===== config.mk =====
export PLATFORM = sky130hd
export DESIGN_NAME = swl_link
export DESIGN_NICKNAME = d
export VERILOG_FILES = /design/src/swl_pkg.sv /design/src/swl_rx.sv /design/src/swl_tx.sv /design/src/swl_link.sv
export SDC_FILE = /design/constraint.sdc
export NUM_CORES = 1
export LEC_CHECK = 0
export BUFFER_PORTS_ARGS = -buffer_cell sky130_fd_sc_hd__clkbuf_2
export CAP_MARGIN = 20
export CORE_MARGIN = 1
export CORE_UTILIZATION = 60
export DETAILED_ROUTE_END_ITERATION = 16
export HOLD_SLACK_MARGIN = 0.1
export PLACE_DENSITY = 0.86
export SLEW_MARGIN = 30
export SYNTH_ARGS = -nofsm -noshare
export SYNTH_HDL_FRONTEND = slang
export SYNTH_SLANG_ARGS = --single-unit

===== constraint.sdc =====
create_clock -name clk_sys_i -period 4.15 [get_ports clk_sys_i]
set_input_delay 0.6225 -clock clk_sys_i [delete_from_list [all_inputs] [get_ports clk_sys_i]]
set_output_delay 0.6225 -clock clk_sys_i [all_outputs]
set_load 0.05 [all_outputs]

===== src/swl_pkg.sv =====
// Operation
// - The receiver takes one character from the shared line and presents the assembled byte as received data.
// - Both ends use NRZ signalling with the same character format and baud rate as the monitor serial link.
// - One bit period lasts 256 operating clocks, so the baud rate is the clock divided by 256.
// - The transmitter uses the same bit period and character format as the receiver.
// - A missing stop bit at the end of a character is detected as a framing error.
// - On completion a carry flag reports 1 for a good stop bit and 0 for a framing error.
// - Once receive is requested the receiver waits without limit for a low start bit, then finishes at the middle of the stop bit.
// - After a send the holding value and index register are unchanged and the pin is back to input with latch zero.
// - Neither service touches the operating watchdog during a transfer.
package swl_pkg;

   localparam int unsigned BIT_CLKS      = 256;
   localparam int unsigned HALF_CLKS     = BIT_CLKS / 2;
   localparam int unsigned DATA_BITS     = 8;

   localparam logic [11:0] ADDR_CTRL     = 12'h000;
   localparam logic [11:0] ADDR_STATUS   = 12'h004;
   localparam logic [11:0] ADDR_TXDATA   = 12'h008;
   localparam logic [11:0] ADDR_RXDATA   = 12'h00C;
   localparam logic [11:0] ADDR_INDEX    = 12'h010;
   localparam logic [11:0] ADDR_IRQ_STAT = 12'h014;
   localparam logic [11:0] ADDR_IRQ_MASK = 12'h018;

   localparam int unsigned CTRL_RX_GO    = 0;
   localparam int unsigned CTRL_TX_GO    = 1;
   localparam int unsigned ST_RX_BUSY    = 0;
   localparam int unsigned ST_TX_BUSY    = 1;
   localparam int unsigned ST_CARRY      = 2;
   localparam int unsigned IRQ_RX_DONE   = 0;
   localparam int unsigned IRQ_TX_DONE   = 1;
   localparam int unsigned IRQ_FRAME_ERR = 2;

   localparam logic [1:0]  RESP_OKAY     = 2'h0;
   localparam logic [1:0]  RESP_SLVERR   = 2'h2;
   localparam logic [2:0]  IRQ_RESET     = 3'h0;
   localparam logic [7:0]  BYTE_RESET    = 8'h00;

   typedef struct packed {
      logic       done;
      logic       carry;
      logic [7:0] data;
   } swl_rx_result_s;

endpackage : swl_pkg


===== src/swl_rx.sv =====
`timescale 1ns/1ps
`default_nettype none
module swl_rx
   import swl_pkg::*;
(
   input  wire logic     clk_sys_i,    // Operating clock
   input  wire logic     arst_n_i,     // Async reset, active low
   input  wire logic     go_i,         // Arm the receiver, one pulse
   input  wire logic     line_i,       // Synchronised line level
   output logic          busy_o,       // Armed or receiving
   output swl_rx_result_s res_o        // Completion pulse, carry, byte
);
   typedef enum logic [1:0] {RX_IDLE, RX_HUNT, RX_SHIFT} swl_rx_state_e;

   swl_rx_state_e state_reg;
   logic [8:0]    cnt_reg;
   logic [3:0]    bit_reg;
   logic [7:0]    sh_reg;
   logic          tick;
   logic          last_bit;

   // Middle of start bit after half a period, then one full period apart
   assign tick     = (cnt_reg == 9'(BIT_CLKS - 1));
   assign last_bit = (bit_reg == 4'(DATA_BITS));
   assign busy_o   = (state_reg != RX_IDLE);

   always_ff @(posedge clk_sys_i or negedge arst_n_i)
   begin
      if (!arst_n_i)
      begin
         state_reg <= RX_IDLE;
         cnt_reg   <= 9'h000;
         bit_reg   <= 4'h0;
         sh_reg    <= BYTE_RESET;
         res_o     <= '0;
      end
      else
      begin
         res_o.done <= 1'b0;
         case (state_reg)
            RX_IDLE:
               if (go_i)
                  state_reg <= RX_HUNT;
            RX_HUNT:
               // Waits without limit; no watchdog kick here
               if (!line_i)
               begin
                  state_reg <= RX_SHIFT;
                  cnt_reg   <= 9'(HALF_CLKS);
                  bit_reg   <= 4'hF;
               end
            RX_SHIFT:
               if (tick)
               begin
                  cnt_reg <= 9'h000;
                  bit_reg <= bit_reg + 4'h1;
                  if (bit_reg == 4'hF && line_i)
                     state_reg <= RX_HUNT;    // Glitch, not a start bit
                  else if (last_bit)
                  begin
                     state_reg   <= RX_IDLE;
                     res_o.done  <= 1'b1;
                     res_o.data  <= sh_reg;
                     res_o.carry <= line_i;
                  end
                  else if (bit_reg != 4'hF)
                     sh_reg <= {line_i, sh_reg[7:1]};
               end
               else
                  cnt_reg <= cnt_reg + 9'h001;
            default:
               state_reg <= RX_IDLE;
         endcase
      end
   end
endmodule : swl_rx
`default_nettype wire


===== src/swl_tx.sv =====
`timescale 1ns/1ps
`default_nettype none
module swl_tx
   import swl_pkg::*;
(
   input  wire logic       clk_sys_i,  // Operating clock
   input  wire logic       arst_n_i,   // Async reset, active low
   input  wire logic       go_i,       // Start a send, one pulse
   input  wire logic [7:0] data_i,     // Holding register value
   output logic            busy_o,     // Sending
   output logic            done_o,     // Send finished, one pulse
   output logic            pull_low_o  // Direction bit: 1 drives low
);
   logic [8:0] cnt_reg;
   logic [3:0] bit_reg;
   logic [9:0] frame_reg;
   logic       tick;

   assign tick = (cnt_reg == 9'(BIT_CLKS - 1));

   always_ff @(posedge clk_sys_i or negedge arst_n_i)
   begin
      if (!arst_n_i)
      begin
         busy_o     <= 1'b0;
         done_o     <= 1'b0;
         cnt_reg    <= 9'h000;
         bit_reg    <= 4'h0;
         frame_reg  <= '1;
         pull_low_o <= 1'b0;
      end
      else
      begin
         done_o <= 1'b0;
         if (!busy_o && go_i)
         begin
            busy_o    <= 1'b1;
            cnt_reg   <= 9'h000;
            bit_reg   <= 4'h0;
            // Own copy so the holding register is never disturbed
            frame_reg  <= {1'b1, data_i, 1'b0};
            pull_low_o <= 1'b1;
         end
         else if (busy_o)
         begin
            if (tick)
            begin
               cnt_reg <= 9'h000;
               if (bit_reg == 4'(DATA_BITS + 1))
               begin
                  busy_o     <= 1'b0;
                  done_o     <= 1'b1;
                  pull_low_o <= 1'b0;
               end
               else
               begin
                  bit_reg    <= bit_reg + 4'h1;
                  frame_reg  <= {1'b1, frame_reg[9:1]};
                  // Only direction switches; a one is left to the pull-up
                  pull_low_o <= ~frame_reg[1];
               end
            end
            else
               cnt_reg <= cnt_reg + 9'h001;
         end
      end
   end
endmodule : swl_tx
`default_nettype wire


===== src/swl_link.sv =====
`timescale 1ns/1ps
`default_nettype none
module swl_link
   import swl_pkg::*;
(
   input  wire logic        clk_sys_i,      // 100 MHz operating clock
   input  wire logic        arst_n_i,       // Async reset, active low
   input  wire logic [11:0] s_axi_awaddr,   // Write address
   input  wire logic        s_axi_awvalid,  // Write address valid
   output logic             s_axi_awready,  // Write address ready
   input  wire logic [31:0] s_axi_wdata,    // Write data
   input  wire logic [3:0]  s_axi_wstrb,    // Write strobes
   input  wire logic        s_axi_wvalid,   // Write data valid
   output logic             s_axi_wready,   // Write data ready
   output logic [1:0]       s_axi_bresp,    // Write response
   output logic             s_axi_bvalid,   // Write response valid
   input  wire logic        s_axi_bready,   // Write response ready
   input  wire logic [11:0] s_axi_araddr,   // Read address
   input  wire logic        s_axi_arvalid,  // Read address valid
   output logic             s_axi_arready,  // Read address ready
   output logic [31:0]      s_axi_rdata,    // Read data
   output logic [1:0]       s_axi_rresp,    // Read response
   output logic             s_axi_rvalid,   // Read data valid
   input  wire logic        s_axi_rready,   // Read data ready
   input  wire logic        line_i,         // Shared serial line level
   output logic             line_o,         // Pin data latch, always 0
   output logic             line_oe_o,      // Direction bit, 1 = drive
   output logic             irq_o           // Level interrupt
);
   // ---------------------------------------------------------------
   // Line synchroniser
   // ---------------------------------------------------------------
   logic sync1_reg;
   logic sync2_reg;

   always_ff @(posedge clk_sys_i or negedge arst_n_i)
   begin
      if (!arst_n_i)
      begin
         sync1_reg <= 1'b1;
         sync2_reg <= 1'b1;
      end
      else
      begin
         sync1_reg <= line_i;
         sync2_reg <= sync1_reg;
      end
   end

   // ---------------------------------------------------------------
   // AXI4-Lite write path
   // ---------------------------------------------------------------
   logic        aw_hold_reg;
   logic        w_hold_reg;
   logic [11:0] awaddr_reg;
   logic [31:0] wdata_reg;
   logic [3:0]  wstrb_reg;
   logic        wr_fire;
   logic        wr_ctrl;
   logic        wr_txd;
   logic        wr_idx;
   logic        wr_istat;
   logic        wr_imask;
   logic        wr_known;

   assign s_axi_awready = !aw_hold_reg && !s_axi_bvalid;
   assign s_axi_wready  = !w_hold_reg && !s_axi_bvalid;
   assign wr_fire  = aw_hold_reg && w_hold_reg && !s_axi_bvalid;
   assign wr_ctrl  = wr_fire && (awaddr_reg == ADDR_CTRL) && wstrb_reg[0];
   assign wr_txd   = wr_fire && (awaddr_reg == ADDR_TXDATA) && wstrb_reg[0];
   assign wr_idx   = wr_fire && (awaddr_reg == ADDR_INDEX) && wstrb_reg[0];
   assign wr_istat = wr_fire && (awaddr_reg == ADDR_IRQ_STAT)
                     && wstrb_reg[0];
   assign wr_imask = wr_fire && (awaddr_reg == ADDR_IRQ_MASK)
                     && wstrb_reg[0];
   assign wr_known = (awaddr_reg == ADDR_CTRL)
                  || (awaddr_reg == ADDR_STATUS)
                  || (awaddr_reg == ADDR_TXDATA)
                  || (awaddr_reg == ADDR_RXDATA)
                  || (awaddr_reg == ADDR_INDEX)
                  || (awaddr_reg == ADDR_IRQ_STAT)
                  || (awaddr_reg == ADDR_IRQ_MASK);

   always_ff @(posedge clk_sys_i or negedge arst_n_i)
   begin
      if (!arst_n_i)
      begin
         aw_hold_reg  <= 1'b0;
         w_hold_reg   <= 1'b0;
         awaddr_reg   <= 12'h000;
         wdata_reg    <= 32'h0000_0000;
         wstrb_reg    <= 4'h0;
         s_axi_bvalid <= 1'b0;
         s_axi_bresp  <= RESP_OKAY;
      end
      else
      begin
         if (s_axi_awvalid && s_axi_awready)
         begin
            aw_hold_reg <= 1'b1;
            awaddr_reg  <= {s_axi_awaddr[11:2], 2'b00};
         end
         if (s_axi_wvalid && s_axi_wready)
         begin
            w_hold_reg <= 1'b1;
            wdata_reg  <= s_axi_wdata;
            wstrb_reg  <= s_axi_wstrb;
         end
         if (wr_fire)
         begin
            aw_hold_reg  <= 1'b0;
            w_hold_reg   <= 1'b0;
            s_axi_bvalid <= 1'b1;
            s_axi_bresp  <= wr_known ? RESP_OKAY : RESP_SLVERR;
         end
         else if (s_axi_bvalid && s_axi_bready)
            s_axi_bvalid <= 1'b0;
      end
   end

   // ---------------------------------------------------------------
   // Registers and engines
   // ---------------------------------------------------------------
   logic [7:0]     txdata_reg;
   logic [7:0]     index_reg;
   logic [7:0]     rxdata_reg;
   logic           carry_reg;
   logic [2:0]     istat_reg;
   logic [2:0]     imask_reg;
   logic           rx_busy;
   logic           tx_busy;
   logic           tx_done;
   logic           rx_go;
   logic           tx_go;
   logic [2:0]     ev;
   swl_rx_result_s rx_res;

   // One transfer at a time on a half-duplex wire
   assign rx_go = wr_ctrl && wdata_reg[CTRL_RX_GO] && !rx_busy && !tx_busy;
   assign tx_go = wr_ctrl && wdata_reg[CTRL_TX_GO] && !wdata_reg[CTRL_RX_GO]
                  && !rx_busy && !tx_busy;

   swl_rx u_rx
   (
      .clk_sys_i (clk_sys_i),
      .arst_n_i  (arst_n_i),
      .go_i      (rx_go),
      .line_i    (sync2_reg),
      .busy_o    (rx_busy),
      .res_o     (rx_res)
   );

   swl_tx u_tx
   (
      .clk_sys_i  (clk_sys_i),
      .arst_n_i   (arst_n_i),
      .go_i       (tx_go),
      .data_i     (txdata_reg),
      .busy_o     (tx_busy),
      .done_o     (tx_done),
      .pull_low_o (line_oe_o)
   );

   // Open-drain: latch stays zero, only the direction moves
   assign line_o = 1'b0;

   assign ev[IRQ_RX_DONE]   = rx_res.done;
   assign ev[IRQ_TX_DONE]   = tx_done;
   assign ev[IRQ_FRAME_ERR] = rx_res.done && !rx_res.carry;

   always_ff @(posedge clk_sys_i or negedge arst_n_i)
   begin
      if (!arst_n_i)
      begin
         txdata_reg <= BYTE_RESET;
         index_reg  <= BYTE_RESET;
         rxdata_reg <= BYTE_RESET;
         carry_reg  <= 1'b0;
         istat_reg  <= IRQ_RESET;
         imask_reg  <= IRQ_RESET;
      end
      else
      begin
         // Writes to TXDATA and INDEX while sending are ignored so sends see a stable byte
         if (wr_txd && !tx_busy)
            txdata_reg <= wdata_reg[7:0];
         if (wr_idx && !tx_busy)
            index_reg <= wdata_reg[7:0];
         if (rx_res.done)
         begin
            rxdata_reg <= rx_res.data;
            carry_reg  <= rx_res.carry;
         end
         if (wr_imask)
            imask_reg <= wdata_reg[2:0];
         // Set beats clear in the same cycle
         istat_reg <= (istat_reg & ~(wr_istat ? wdata_reg[2:0] : 3'h0)) | ev;
      end
   end

   // Transfers never gate the interrupt themselves
   assign irq_o = |(istat_reg & imask_reg);

   // ---------------------------------------------------------------
   // AXI4-Lite read path
   // ---------------------------------------------------------------
   logic [11:0] ra;
   logic        rd_known;
   logic [31:0] rd_mux;

   assign s_axi_arready = !s_axi_rvalid;
   assign ra = {s_axi_araddr[11:2], 2'b00};
   assign rd_known = (ra == ADDR_CTRL) || (ra == ADDR_STATUS)
                  || (ra == ADDR_TXDATA) || (ra == ADDR_RXDATA)
                  || (ra == ADDR_INDEX) || (ra == ADDR_IRQ_STAT)
                  || (ra == ADDR_IRQ_MASK);
   assign rd_mux =
        (ra == ADDR_STATUS)   ? {29'h0, carry_reg, tx_busy, rx_busy}
      : (ra == ADDR_TXDATA)   ? {24'h0, txdata_reg}
      : (ra == ADDR_RXDATA)   ? {24'h0, rxdata_reg}
      : (ra == ADDR_INDEX)    ? {24'h0, index_reg}
      : (ra == ADDR_IRQ_STAT) ? {29'h0, istat_reg}
      : (ra == ADDR_IRQ_MASK) ? {29'h0, imask_reg}
      : 32'h0000_0000;

   always_ff @(posedge clk_sys_i or negedge arst_n_i)
   begin
      if (!arst_n_i)
      begin
         s_axi_rvalid <= 1'b0;
         s_axi_rdata  <= 32'h0000_0000;
         s_axi_rresp  <= RESP_OKAY;
      end
      else if (s_axi_arvalid && s_axi_arready)
      begin
         s_axi_rvalid <= 1'b1;
         s_axi_rdata  <= rd_mux;
         s_axi_rresp  <= rd_known ? RESP_OKAY : RESP_SLVERR;
      end
      else if (s_axi_rvalid && s_axi_rready)
         s_axi_rvalid <= 1'b0;
   end
endmodule : swl_link
`default_nettype wire


* After elaboration in Yosys (flattened, before gate mapping) *
Cells that the tools add are included.

cells by class
  div/mod/pow operators = 0
  multiplexer cells = 56
  order comparisons = 0
  shifts and indexed selects = 0
  bitwise logic cells = 7
  eq/ne operators = 25
  $mul = 0
  add/sub/neg operators = 4
  reductions and logical operators = 70

operators by type and width
  operator                                        number
  two-way mux 10 bit                              8
  == test 10 x 3 -> 1 bit, second input constant  6
  two-way mux 9 bit                               5
  == test 10 x 2 -> 1 bit, second input constant  4
  two-way mux 8 bit                               4
  logical AND 1 bit                               31
  zero test 12 bit                                2
  two-way mux 4 bit                               6
  == test 10 x 1 -> 1 bit, second input constant  2
  two-way mux 1 bit                               20
  adder 9 x 1 -> 9 bit, second input constant     2
  == test 9 x 8 -> 1 bit, second input constant   2
  one-hot mux 9 bit (2 select lines)              1
  nonzero test 2 bit                              8
  two-way mux 2 bit                               7
  == test 4 bit, second input constant            3
  logical OR 1 bit                                12
  two-way mux 3 bit                               3
  adder 4 x 1 -> 4 bit, second input constant     2
  zero test 1 bit                                 8
  one-hot mux 4 bit (2 select lines)              1
  AND reduction 4 bit                             2
  bitwise AND 3 bit                               2
  one-hot mux 2 bit (3 select lines)              1
  other kinds (14)                                20

word-level totals
  bits in latches = 0
  ROM bits = 0
  flip-flop bits (word level) = 151
  logic and storage cells = 193
  memories = 0
  bits in writable memories = 0
  output and inout bits = 44
  input bits = 68

* Longest topological paths before layout *
Gate-level depths: netlist of run 1.

  depth in word-level cells = 11
  gate-level depth with buffers = 7
  mapped depth without buffers = 6

* By module *
A second synthesis of run 1 with hierarchy kept.

unflattened totals
  cells, all modules = 508
  area total of the unflattened synthesis = 5885.6 um^2

by module, submodules not included
  module    area an instance (um^2)  instances  seq. area each (um^2)  cells each
  swl_link  3145.5                   1          1654.1                 263
  swl_rx    1547.7                   1          825.8                  129
  swl_tx    1192.4                   1          610.6                  116

* Least setup slack after synthesis of run 1 *
Ideal clock, no wire load.

  kind = register -> register
  start point = reg s_axi_bvalid
  end point = reg awaddr_reg[10]
  slack = 1782 ps
  setup time = 125 ps
  stages on the path, launching flop included = 5
  data arrival time = 2243 ps
  buffers on the path = 1
  period minus slack after synthesis = 2368 ps
  data required time = 4025 ps
  cell sequence = dfrtp_1 nor2_1 and2_1 clkbuf_1 mux2_2

between the ends
  cells in the longest elaborated chain, start to end = 3

ends and longest elaborated chain
  element                  RTL line         text
  start, declared          swl_link.sv:16   output logic s_axi_bvalid,
  start signal, assigned   swl_link.sv:93   s_axi_bvalid <= 1'b0;
  start signal, assigned   swl_link.sv:113  s_axi_bvalid <= 1'b1;
  start signal, assigned   swl_link.sv:117  s_axi_bvalid <= 1'b0;
  zero test 1 bit          swl_link.sv:66   assign s_axi_awready = !aw_hold_reg && !s_axi_bvalid;
  logical AND 1 bit        swl_link.sv:66
  named net s_axi_awready  swl_link.sv:10   output logic s_axi_awready,
  logical AND 1 bit        swl_link.sv:98   if (s_axi_awvalid && s_axi_awready)
  end signal, assigned     swl_link.sv:101  awaddr_reg <= {s_axi_awaddr[11:2], 2'b00};
  end, declared            swl_link.sv:55   logic [11:0] awaddr_reg;

The timed path passes the listed nets, and every way through them passes these cells.
A chain may end at the register's enable or synchronous reset.

* Final worst setup path of run 1 *
  start point = reg u_rx.state_reg[1]
  end point = reg u_rx.res_o[3] (netlist name)

between the ends
  cells in the longest elaborated chain, start to end = 2

ends and longest elaborated chain
  element                               RTL line      text
  start, declared                       swl_rx.sv:15  swl_rx_state_e state_reg;
  start signal, assigned                swl_rx.sv:31  state_reg <= RX_IDLE;
  start signal, assigned                swl_rx.sv:43  state_reg <= RX_HUNT;
  start signal, assigned                swl_rx.sv:48  state_reg <= RX_SHIFT;
  == test 2 bit                         swl_rx.sv:40  case (state_reg)
  AND reduction 4 bit (no source line)  -
  end, declared                         swl_rx.sv:11  output swl_rx_result_s res_o

No other way between the ends.

==> results of run 1 <==
[final timing paths]
kind	to	cells after the start	start	slack [ns]
max reg2reg	u_rx.res_o[3]	4	u_rx.state_reg[1]	1.61
min reg2reg	sync2_reg	0	sync1_reg	0.35
max in group asynchronous	u_tx.frame_reg[5]	2	arst_n_i	3.20
min in group clk_sys_i	sync1_reg	1	line_i	0.19
max	u_rx.res_o[3]	4	u_rx.state_reg[1]	1.61
min	u_tx.cnt_reg[3]	1	arst_n_i	0.1
[cell type report]
class                           count  area (µm²)
Sequential cell                   123        3090
Clock inverter                      8         115
Timing Repair Buffer               55         287
Multi-Input combinational cell    340        2540
Inverter                           13        48.8
Tap cell                          129         161
Clock buffer                       24         480
Fill cell                         618        2650
[through the flow]
stage / setup slack [ns] / utilization
3_5_place_dp: 1.71 / 0.652
6_report: 1.61 / 0.717
4_1_cts: 1.70 / 0.716
2_1_floorplan: 1.78 / -
3_3_place_gp: 1.81 / 0.652
5_1_grt: 1.46 / 0.717
[logic make-up after synthesis]
| family | count (synthesis) |
|---|---|
| AND/OR/NAND/NOR | 133 |
| flip-flops | 123 |
| multiplexers | 90 |
| AO/OA/AOI/OAI | 80 |
| buffers and inverters | 62 |
| adder cells (fa/ha/maj) | 6 |
| XOR/XNOR | 4 |
| other | 1 |
[critical path, stage by stage (launching register included)]
cell,delay [ns]
dfrtp_1,0.54
nor2b_1,0.68
nand4_1,0.35
nor2_2,0.45
mux2_2,0.40
[cells in the mapped netlist (4+ instances only)]
library cell	n
a21o_1	4
a21oi_1	13
a31oi_1	9
buf_4	27
clkbuf_1	17
dfrtp_1	113
dfstp_2	10
ha_1	6
inv_1	13
mux2_2	74
mux2_4	8
mux2i_1	8
nand2_1	31
nand2b_1	12
nand3_1	12
nand3b_1	5
nand4_1	6
nor2_1	23
nor2b_1	7
nor3_1	6
o21ai_0	25
o31ai_1	4
[layer usage]
metal / share of wire / routed length [µm] / vias to the layer above
met5: 0 / 0 / -
met4: 0.026 / 323 / 0
met3: 0.048 / 600 / 27
met2: 0.52 / 6420 / 149
met1: 0.41 / 5100 / 2021
li1: - / - / 1829
[power by group through the flow]
| stage | logic [µW] | registers (µW) | clock network, µW |
|---|---|---|---|
| floorplan | 410 | 1490 | 0 |
| global placement | 482 | 1510 | 0 |
| detailed placement | 499 | 1520 | 0 |
| CTS | 510 | 1510 | 1490 |
| global route | 548 | 1540 | 1550 |
| finish | 509 | 1520 | 1470 |
==> metrics, run 1 <==
outcome=completed; final setup TNS=0 ns; total power after layout=3500 µW; antenna violations before repair=0; cell count after placement=660; largest net degree at the start of global routing=72; data required time of the critical path=4.55 ns; Port Buf Inserts=53; critical path class=reg2reg; Core Rows=35; PostCTS Resize Cnt=0; M1 GR Usage=0.323; leading register cell type out of synthesis=dfrtp_1; total clock sinks=123; Top Usage Layer GRT=met2; highest-count cells in the layout ignoring fill and taps=dfrtp_1 (113), mux2_2 (74), clkbuf_2 (52); die area=0.0102 mm²; setup repair after global routing missed its margin=no; Layout area overhead=14.5%; post-synthesis share of cell area spent on full adders, half adders and majority gates=0.0128; largest cells by area after synthesis=dfrtp_1 (48%), mux2_2 (14%), dfstp_2 (4.5%), buf_4 (3.5%), o21ai_0 (2.1%); Finished Cell Area=0.00672 mm²; fin. max-slew vios=0; highest fanout seen on the critical path=11; fraction of registers with async set or reset after synthesis=1.00; portion of netlist area occupied by mux cells=0.176; clock-pin slew reported for the worst setup and hold paths after clock tree synthesis=0.06 ns; Iter 0 DRT Violations=237; wire length of the first global-routing pass=20100 µm; Clk Latency, worst-skew pair=0.52 ns; Vias/cell=5.82; library cell with the largest summed area after synthesis=dfrtp_1; share of the synthesized area in compound gates (AO/OA/AOI/OAI)=0.0887; sequential element share of the synthesized area=0.527; actual transition at the worst max-transition pin=0.871 ns; Final min period=2.54 ns; cell area reported after detailed placement=0.00611 mm²; CTS Buffer Depth=2; Pwr Density=521 mW/mm²; GR met3 Demand/Resource=0.0693; class of the most critical hold timing path=in2async; IR drop worst, VDD=292 µV; Clock H-tree levels=4; Avg Cell Area, Syn=11.8 µm²; most common library cell in the layout ignoring fill and taps=dfrtp_1; via count of the first global-routing pass=4034; Critical Path End Type=register; Static Leakage=0.00320 µW; distinct cell type count after synthesis=65; number of nets in the layout=624; minimum hold slack=0.0998 ns; Relative slew margins=0.415; final weighted congestion of routability-driven global placement=0.836; number of instances in the synthesized netlist=499; Final period util=0.612; root cell of the clock tree=clkbuf_8; gr ovfl total=0; Synth top area share=0.482; post-synthesis xor/xnor area fraction=0.00597; non-filler cells, final=692; GRT Overall Usage=0.265; simple-gate area share of the yosys netlist=0.130; count of antenna diodes in the layout=0; number of buffers inserted during clock tree synthesis=17; combinational family with the most area after synthesis=multiplexers; Worst Setup Start Kind=register; number of violations of the max-capacitance limit=0; DR WL/cell=18.0 µm; EDFF count, synth=0; TritonCTS clock tree=done; initial standard-cell utilization of the core=0.626; internal power consumption=2510 µW; Post-CTS Setup Bufs=0; final wirelength=12400 µm; net switching power=987 µW; synthesized area=0.00587 mm²; worst setup skew after layout=0.00831 ns; DPL Wire Length=8050 µm; share of power burned in the clock network=0.421; number of detailed-routing iterations run before antenna repair=4; horizontal extent of the die=101 µm; fraction of power spent switching nets=0.282; upper clock frequency limit=394 MHz; Yosys reg bits=123; sequential power share=0.433; met2 usage in global routing=0.444; DRC violations left=0; number of routed nets with antenna violations=0; vertical die dimension=101 µm; via count of the routed design=4026; count of synthesis-stage warnings from yosys=0; data arrival time at the worst-slack endpoint=2.93 ns; number of hold violations in the final report=0; number of endpoints failing setup at the final stage=0; I/O pin total=112; combinational fraction of design power=0.145; CTS Hold Bufs=0; placeable core region=0.00937 mm²; fraction of layout cells with a size suffix above 1=0.334
Power figures use the tool's default switching activity.
==> inputs of run 2 (changes only) <==
--- a/config.mk
+++ b/config.mk
@@ -8,10 +8,10 @@
 export BUFFER_PORTS_ARGS = -buffer_cell sky130_fd_sc_hd__clkbuf_2
 export CAP_MARGIN = 20
 export CORE_MARGIN = 1
-export CORE_UTILIZATION = 60
+export CORE_UTILIZATION = 50
 export DETAILED_ROUTE_END_ITERATION = 16
 export HOLD_SLACK_MARGIN = 0.1
-export PLACE_DENSITY = 0.86
+export PLACE_DENSITY = 0.76
 export SLEW_MARGIN = 30
 export SYNTH_ARGS = -nofsm -noshare
 export SYNTH_HDL_FRONTEND = slang
==> constraint.sdc (replaced) <==
create_clock -name clk_sys_i -period 2.1 [get_ports clk_sys_i]
set_input_delay 0.315 -clock clk_sys_i [delete_from_list [all_inputs] [get_ports clk_sys_i]]
set_output_delay 0.315 -clock clk_sys_i [all_outputs]
set_load 0.05 [all_outputs]
==> run 2 against run 1 <==
Against the previous run:
- largest cell class unchanged
- sequential power up 96%
- first-iteration DRC count is 24% lower
- count of clock-buffer cells in the layout shrank 3
- routed wire length fell by 8.5%
- critical path type unchanged
- highest routed layer unchanged
==> metrics, run 2 (synthesis gave the netlist of run 1 again) <==
outcome=completed (unchanged); number of detailed-routing iterations run before antenna repair=4 (unchanged); via count of the routed design=4013 (was 4026); DPL Wire Length=8020 µm (was 8050 µm); setup repair after global routing missed its margin=no (unchanged); worst setup skew after layout=0.00767 ns (was 0.00831 ns); fin. max-slew vios=0 (unchanged); count of antenna diodes in the layout=0 (unchanged); Vias/cell=5.54 (was 5.82); minimum hold slack=0.134 ns (was 0.0998 ns); Clock H-tree levels=4 (unchanged); count of buffer and inverter cells on the critical path=0 (unchanged); highest fanout seen on the critical path=9 (was 11); Final period util=0.957 (was 0.612); TritonCTS clock tree=done (unchanged); number of endpoints failing setup at the final stage=0 (unchanged); number of violations of the max-capacitance limit=0 (unchanged); worst-case register-to-register setup slack=0.09 ns (was 1.61 ns); data arrival time at the worst-slack endpoint=2.34 ns (was 2.93 ns); placeable core region=0.0114 mm² (was 0.00937 mm²); number of hold violations in the final report=0 (unchanged); number of routed nets with antenna violations=0 (unchanged); Relative slew margins=0.629 (was 0.415); CP top delay family=simple AND/OR/NAND/NOR gates (unchanged); Static Leakage=0.00330 µW (was 0.00320 µW); Critical Path End Type=register (unchanged); CP cell instances=nor4_4, nand4_4, or4_4, mux2_4 (was nor2b_1, nand4_1, nor2_2, mux2_2); class of the most critical hold timing path=in2reg (was in2async); fraction of layout cells with a size suffix above 1=0.356 (was 0.334); IR drop worst, VDD=757 µV (was 292 µV); number of buffers inserted during clock tree synthesis=17 (unchanged); clock-pin slew reported for the worst setup and hold paths after clock tree synthesis=0.05 ns (was 0.06 ns); GRT Overall Usage=0.211 (was 0.265); Iter 0 DRT Violations=180 (was 237); final weighted congestion of routability-driven global placement=0.824 (was 0.836); Pwr Density=1020 mW/mm² (was 521 mW/mm²); Core Rows=39 (was 35); cell count after placement=689 (was 660); Clk Latency, worst-skew pair=0.41 ns (was 0.52 ns); PostCTS Resize Cnt=0 (unchanged); biggest cell delay along the critical path=0.64 ns (was 0.68 ns); Layout area overhead=18.3% (was 14.5%); actual transition at the worst max-transition pin=0.557 ns (was 0.871 ns); most common library cell in the layout ignoring fill and taps=dfrtp_1 (unchanged); CTS Buffer Depth=2 (unchanged); final setup TNS=0 ns (unchanged); I/O pin total=112 (unchanged); non-filler cells, final=725 (was 692); Final Util=0.608 (was 0.717); gr ovfl total=0 (unchanged); highest-count cells in the layout ignoring fill and taps=dfrtp_1 (112), mux2_2 (74), clkbuf_2 (52) (was dfrtp_1 (113), mux2_2 (74), clkbuf_2 (52)); vertical die dimension=110 µm (was 101 µm); antenna violations before repair=0 (unchanged); number of nets in the layout=643 (was 624); DRC violations left=0 (unchanged); Worst Setup Start Kind=register (unchanged); via count of the first global-routing pass=4016 (was 4034); final wirelength=11400 µm (was 12400 µm); die area=0.0122 mm² (was 0.0102 mm²); horizontal extent of the die=110 µm (was 101 µm); total clock sinks=123 (unchanged); Crit-path slowest cell=or4_4 (was nor2b_1); DR WL/cell=15.7 µm (was 18.0 µm); Port Buf Inserts=53 (unchanged); initial standard-cell utilization of the core=0.514 (was 0.626); Final min period=2.01 ns (was 2.54 ns); data required time of the critical path=2.43 ns (was 4.55 ns); root cell of the clock tree=clkbuf_16 (was clkbuf_8); wire length of the first global-routing pass=19400 µm (was 20100 µm); upper clock frequency limit=497 MHz (was 394 MHz); largest net degree at the start of global routing=50 (was 72); critical path class=reg2reg (unchanged)
-- run 2: cell count changes in the layout (fill, tap and decap cells not counted), sizes merged --
cell         before  now
buf               3   18
bufinv            3    4
clkbuf           76   73
clkinv            5    4
clkinvlp          0    3
dlygate4sd3       0    4
-- run 2: timing repair --
action                    4_1_cts  5_1_grt
hold buffers                    4        0
buffers inserted                0        0
hold endpoints to repair       42        0
-- run 2: cell type report --
type,instances,area [µm²]
clock buffer,21,470
clock inverter,11,166
fill,893,4480
inverter,13,48.8
multi-input combinational,340,2530
sequential,123,3090
tap,143,179
timing repair buffer,74,448
-- run 2: metal layers --
layer | global-route usage | part of all wire
met5 | 0 | 0
met4 | 0.0846 | 0.020
met3 | 0.0558 | 0.033
met2 | 0.356 | 0.52
met1 | 0.256 | 0.42
-- run 2: worst paths after layout --
| check | from | to | cells past startpoint |
|---|---|---|---|
| setup / recovery | awaddr_reg[9] | u_tx.frame_reg[5] | 4 |
| hold / removal | s_axi_wdata[3] | wdata_reg[3] | 2 |
| setup reg to reg | awaddr_reg[9] | u_tx.frame_reg[5] | 4 |
| hold reg to reg | sync1_reg | sync2_reg | 0 |
| max in group asynchronous | arst_n_i | sync1_reg | 3 |
| min in group asynchronous | arst_n_i | s_axi_rdata[0] | 2 |
-- run 2: power breakdown --
| group | internal, µW | switching [µW] | leakage (µW) |
|---|---|---|---|
| Clock | 2070 | 1020 | 0.000305 |
| Combinational | 412 | 610 | 0.00139 |
| Sequential | 2660 | 326 | 0.00161 |
| Total | 5140 | 1950 | 0.00330 |
-- run 2: per-stage QoR --
stage | instance area, µm² | setup WS [ns] | total power (µW)
finish | 6940 | 0.0894 | 7100
global route | 6940 | 0.0154 | 7400
CTS | 6940 | 0.0811 | 7150
detailed placement | 6260 | 0.103 | 4040
global placement | 6260 | 0.133 | 3980
floorplan | 5970 | 0.0151 | 3760
==> inputs of run 3 (changes only) <==
==> constraint.sdc (replaced) <==
create_clock -name clk_sys_i -period 2.1 [get_ports clk_sys_i]
set_input_delay 0.21 -clock clk_sys_i [delete_from_list [all_inputs] [get_ports clk_sys_i]]
set_output_delay 0.21 -clock clk_sys_i [all_outputs]
set_load 0.05 [all_outputs]
==> run 3 against run 2 <==
Against the previous run:
- combinational power increased by 5%
- clock skew decreased by 0.0014 ns
- design area increased by 2.1%
- die area unchanged
- count of clock-buffer cells in the layout decreased by 1
- first-iteration DRC count increased by 27%
- critical path depth increased by 1
- sequential power about the same
- largest power group is now registers
==> metrics, run 3 (synthesis gave the netlist of run 1 again) <==
outcome=completed (unchanged); Clock H-tree levels=4 (unchanged); via count of the first global-routing pass=4164 (was 4016); most common library cell in the layout ignoring fill and taps=dfrtp_1 (unchanged); CTS Buffer Depth=2 (unchanged); number of hold violations in the final report=0 (unchanged); number of violations of the max-capacitance limit=0 (unchanged); DPL Wire Length=7870 µm (was 8020 µm); worst setup skew after layout=0.00629 ns (was 0.00767 ns); Clk Latency, worst-skew pair=0.42 ns (was 0.41 ns); Port Buf Inserts=53 (unchanged); final wirelength=12000 µm (was 11400 µm); number of nets in the layout=665 (was 643); vertical die dimension=110 µm (unchanged); I/O pin total=112 (unchanged); class of the most critical hold timing path=in2reg (unchanged); largest net degree at the start of global routing=57 (was 50); clock-pin slew reported for the worst setup and hold paths after clock tree synthesis=0.05 ns (about the same); total clock sinks=123 (unchanged); DR WL/cell=16.1 µm (was 15.7 µm); wire length of the first global-routing pass=20000 µm (was 19400 µm); via count of the routed design=4106 (was 4013); PostCTS Resize Cnt=0 (unchanged); actual transition at the worst max-transition pin=0.503 ns (was 0.557 ns); number of detailed-routing iterations run before antenna repair=4 (unchanged); upper clock frequency limit=504 MHz (was 497 MHz); final weighted congestion of routability-driven global placement=0.816 (was 0.824); Pwr Density=961 mW/mm² (was 1020 mW/mm²); Setup Slack @ Placement=0.126 ns (was 0.103 ns); root cell of the clock tree=clkbuf_16 (unchanged); Vias/cell=5.50 (was 5.54); TritonCTS clock tree=done (unchanged); number of routed nets with antenna violations=0 (unchanged); combined flip-flop and latch cell area=0.00309 mm² (unchanged); IR drop worst, VDD=547 µV (was 757 µV); Critical Path End Type=register (unchanged); data arrival time at the worst-slack endpoint=2.28 ns (was 2.34 ns); gr ovfl total=0 (unchanged); count of antenna diodes in the layout=0 (unchanged); Final period util=0.945 (was 0.957); Final min period=1.98 ns (was 2.01 ns); antenna violations before repair=0 (unchanged); number of buffers inserted during clock tree synthesis=17 (unchanged); number of endpoints failing setup at the final stage=0 (unchanged); DRC violations left=0 (unchanged); Relative slew margins=0.660 (was 0.629); Worst Reg-to-Reg Cells=5 (was 4); highest fanout seen on the critical path=8 (was 9); placeable core region=0.0114 mm² (unchanged); die area=0.0122 mm² (unchanged); critical path class=reg2reg (unchanged); GRT Overall Usage=0.222 (was 0.211); Worst Setup Start Kind=register (unchanged); min setup slack post-route=0.116 ns (was 0.0894 ns); fin. max-slew vios=0 (unchanged); total power after layout=6810 µW (was 7100 µW); initial standard-cell utilization of the core=0.514 (unchanged); Static Leakage=0.00336 µW (was 0.00330 µW); horizontal extent of the die=110 µm (unchanged); fraction of layout cells with a size suffix above 1=0.346 (was 0.356); setup repair after global routing missed its margin=no (unchanged); final setup TNS=0 ns (unchanged); highest-count cells in the layout ignoring fill and taps=dfrtp_1 (112), mux2_2 (74), clkbuf_2 (52) (unchanged); Iter 0 DRT Violations=228 (was 180); worst hold path stage count=5 (was 2); multi-input gate area in the final layout=0.00253 mm² (unchanged); Layout area overhead=20.7% (was 18.3%); data required time of the critical path=2.39 ns (was 2.43 ns); number of fillers in the final layout=855 (was 893); Core Rows=39 (unchanged)
run 3: changes by cell type in the layout (fill, tap and decap cells not counted):
cell           delta
dlygate4sd3_1    +21
clkinv_2          +3
clkbuf_1          -1
clkinvlp_4        +2
buf_4             +1
bufinv_16         -3
clkinv_4          -1
run 3: timing repair:
| item | CTS | global route |
|---|---|---|
| hold buffers | 25 | 0 |
| setup buffers | 0 | 0 |
| endpoints found under the hold margin | 117 | 0 |
run 3: layout make-up:
type                       count  share of cell area
clock inverter                12              0.0138
timing repair buffer          96              0.0940
tap                          143              0.0253
sequential                   123               0.436
clock buffer                  20              0.0659
inverter                      13             0.00689
multi-input combinational    340               0.358
run 3: routing by layer:
layer  routed length (µm)  global-route usage  vias to the layer above  part of all wire
met3                  360              0.0664                       14             0.030
met4                  172              0.0855                        0             0.014
li1                     -                   -                     1915                 -
met2                 6380               0.374                       86              0.53
met1                 5100               0.267                     2091              0.42
met5                    0                   0                        -                 0
run 3: metrics by stage:
step / area (µm²) / hold slack [ns] / cells / util
after floorplan: 5970 / -0.0856 / 525 / -
after global placement: 6270 / 0.127 / 690 / 0.549
after CTS: 7080 / 0.162 / 747 / 0.620
after detailed placement: 6270 / 0.132 / 690 / 0.549
after global routing: 7080 / 0.177 / 747 / 0.620
final: 7080 / 0.175 / 747 / 0.620
run 3: path summary, 6_finish.rpt:
kind	startpoint	end	slack (ns)
max in group asynchronous	arst_n_i	u_tx.frame_reg[1]	1.15
worst max register to register	u_rx.cnt_reg[0]	u_rx.sh_reg[3]	0.12
worst max-delay path	u_rx.cnt_reg[0]	u_rx.sh_reg[3]	0.12
worst min-delay path	s_axi_araddr[5]	s_axi_rresp[1]	0.18
worst min register to register	sync1_reg	sync2_reg	0.35
min in group asynchronous	arst_n_i	rxdata_reg[5]	0.24
run 3: critical path: stages, from the launching register on:
cell,delay (ns)
dfrtp_1,0.40
ha_1,0.25
and4_1,0.27
nand4_1,0.21
a21o_1,0.33
mux2_2,0.39
run 3: where the power goes:
group / internal [µW] / total, µW / switching, µW
logic: 440 / 1070 / 626
registers: 2660 / 2990 / 335
clock network: 1700 / 2750 / 1050
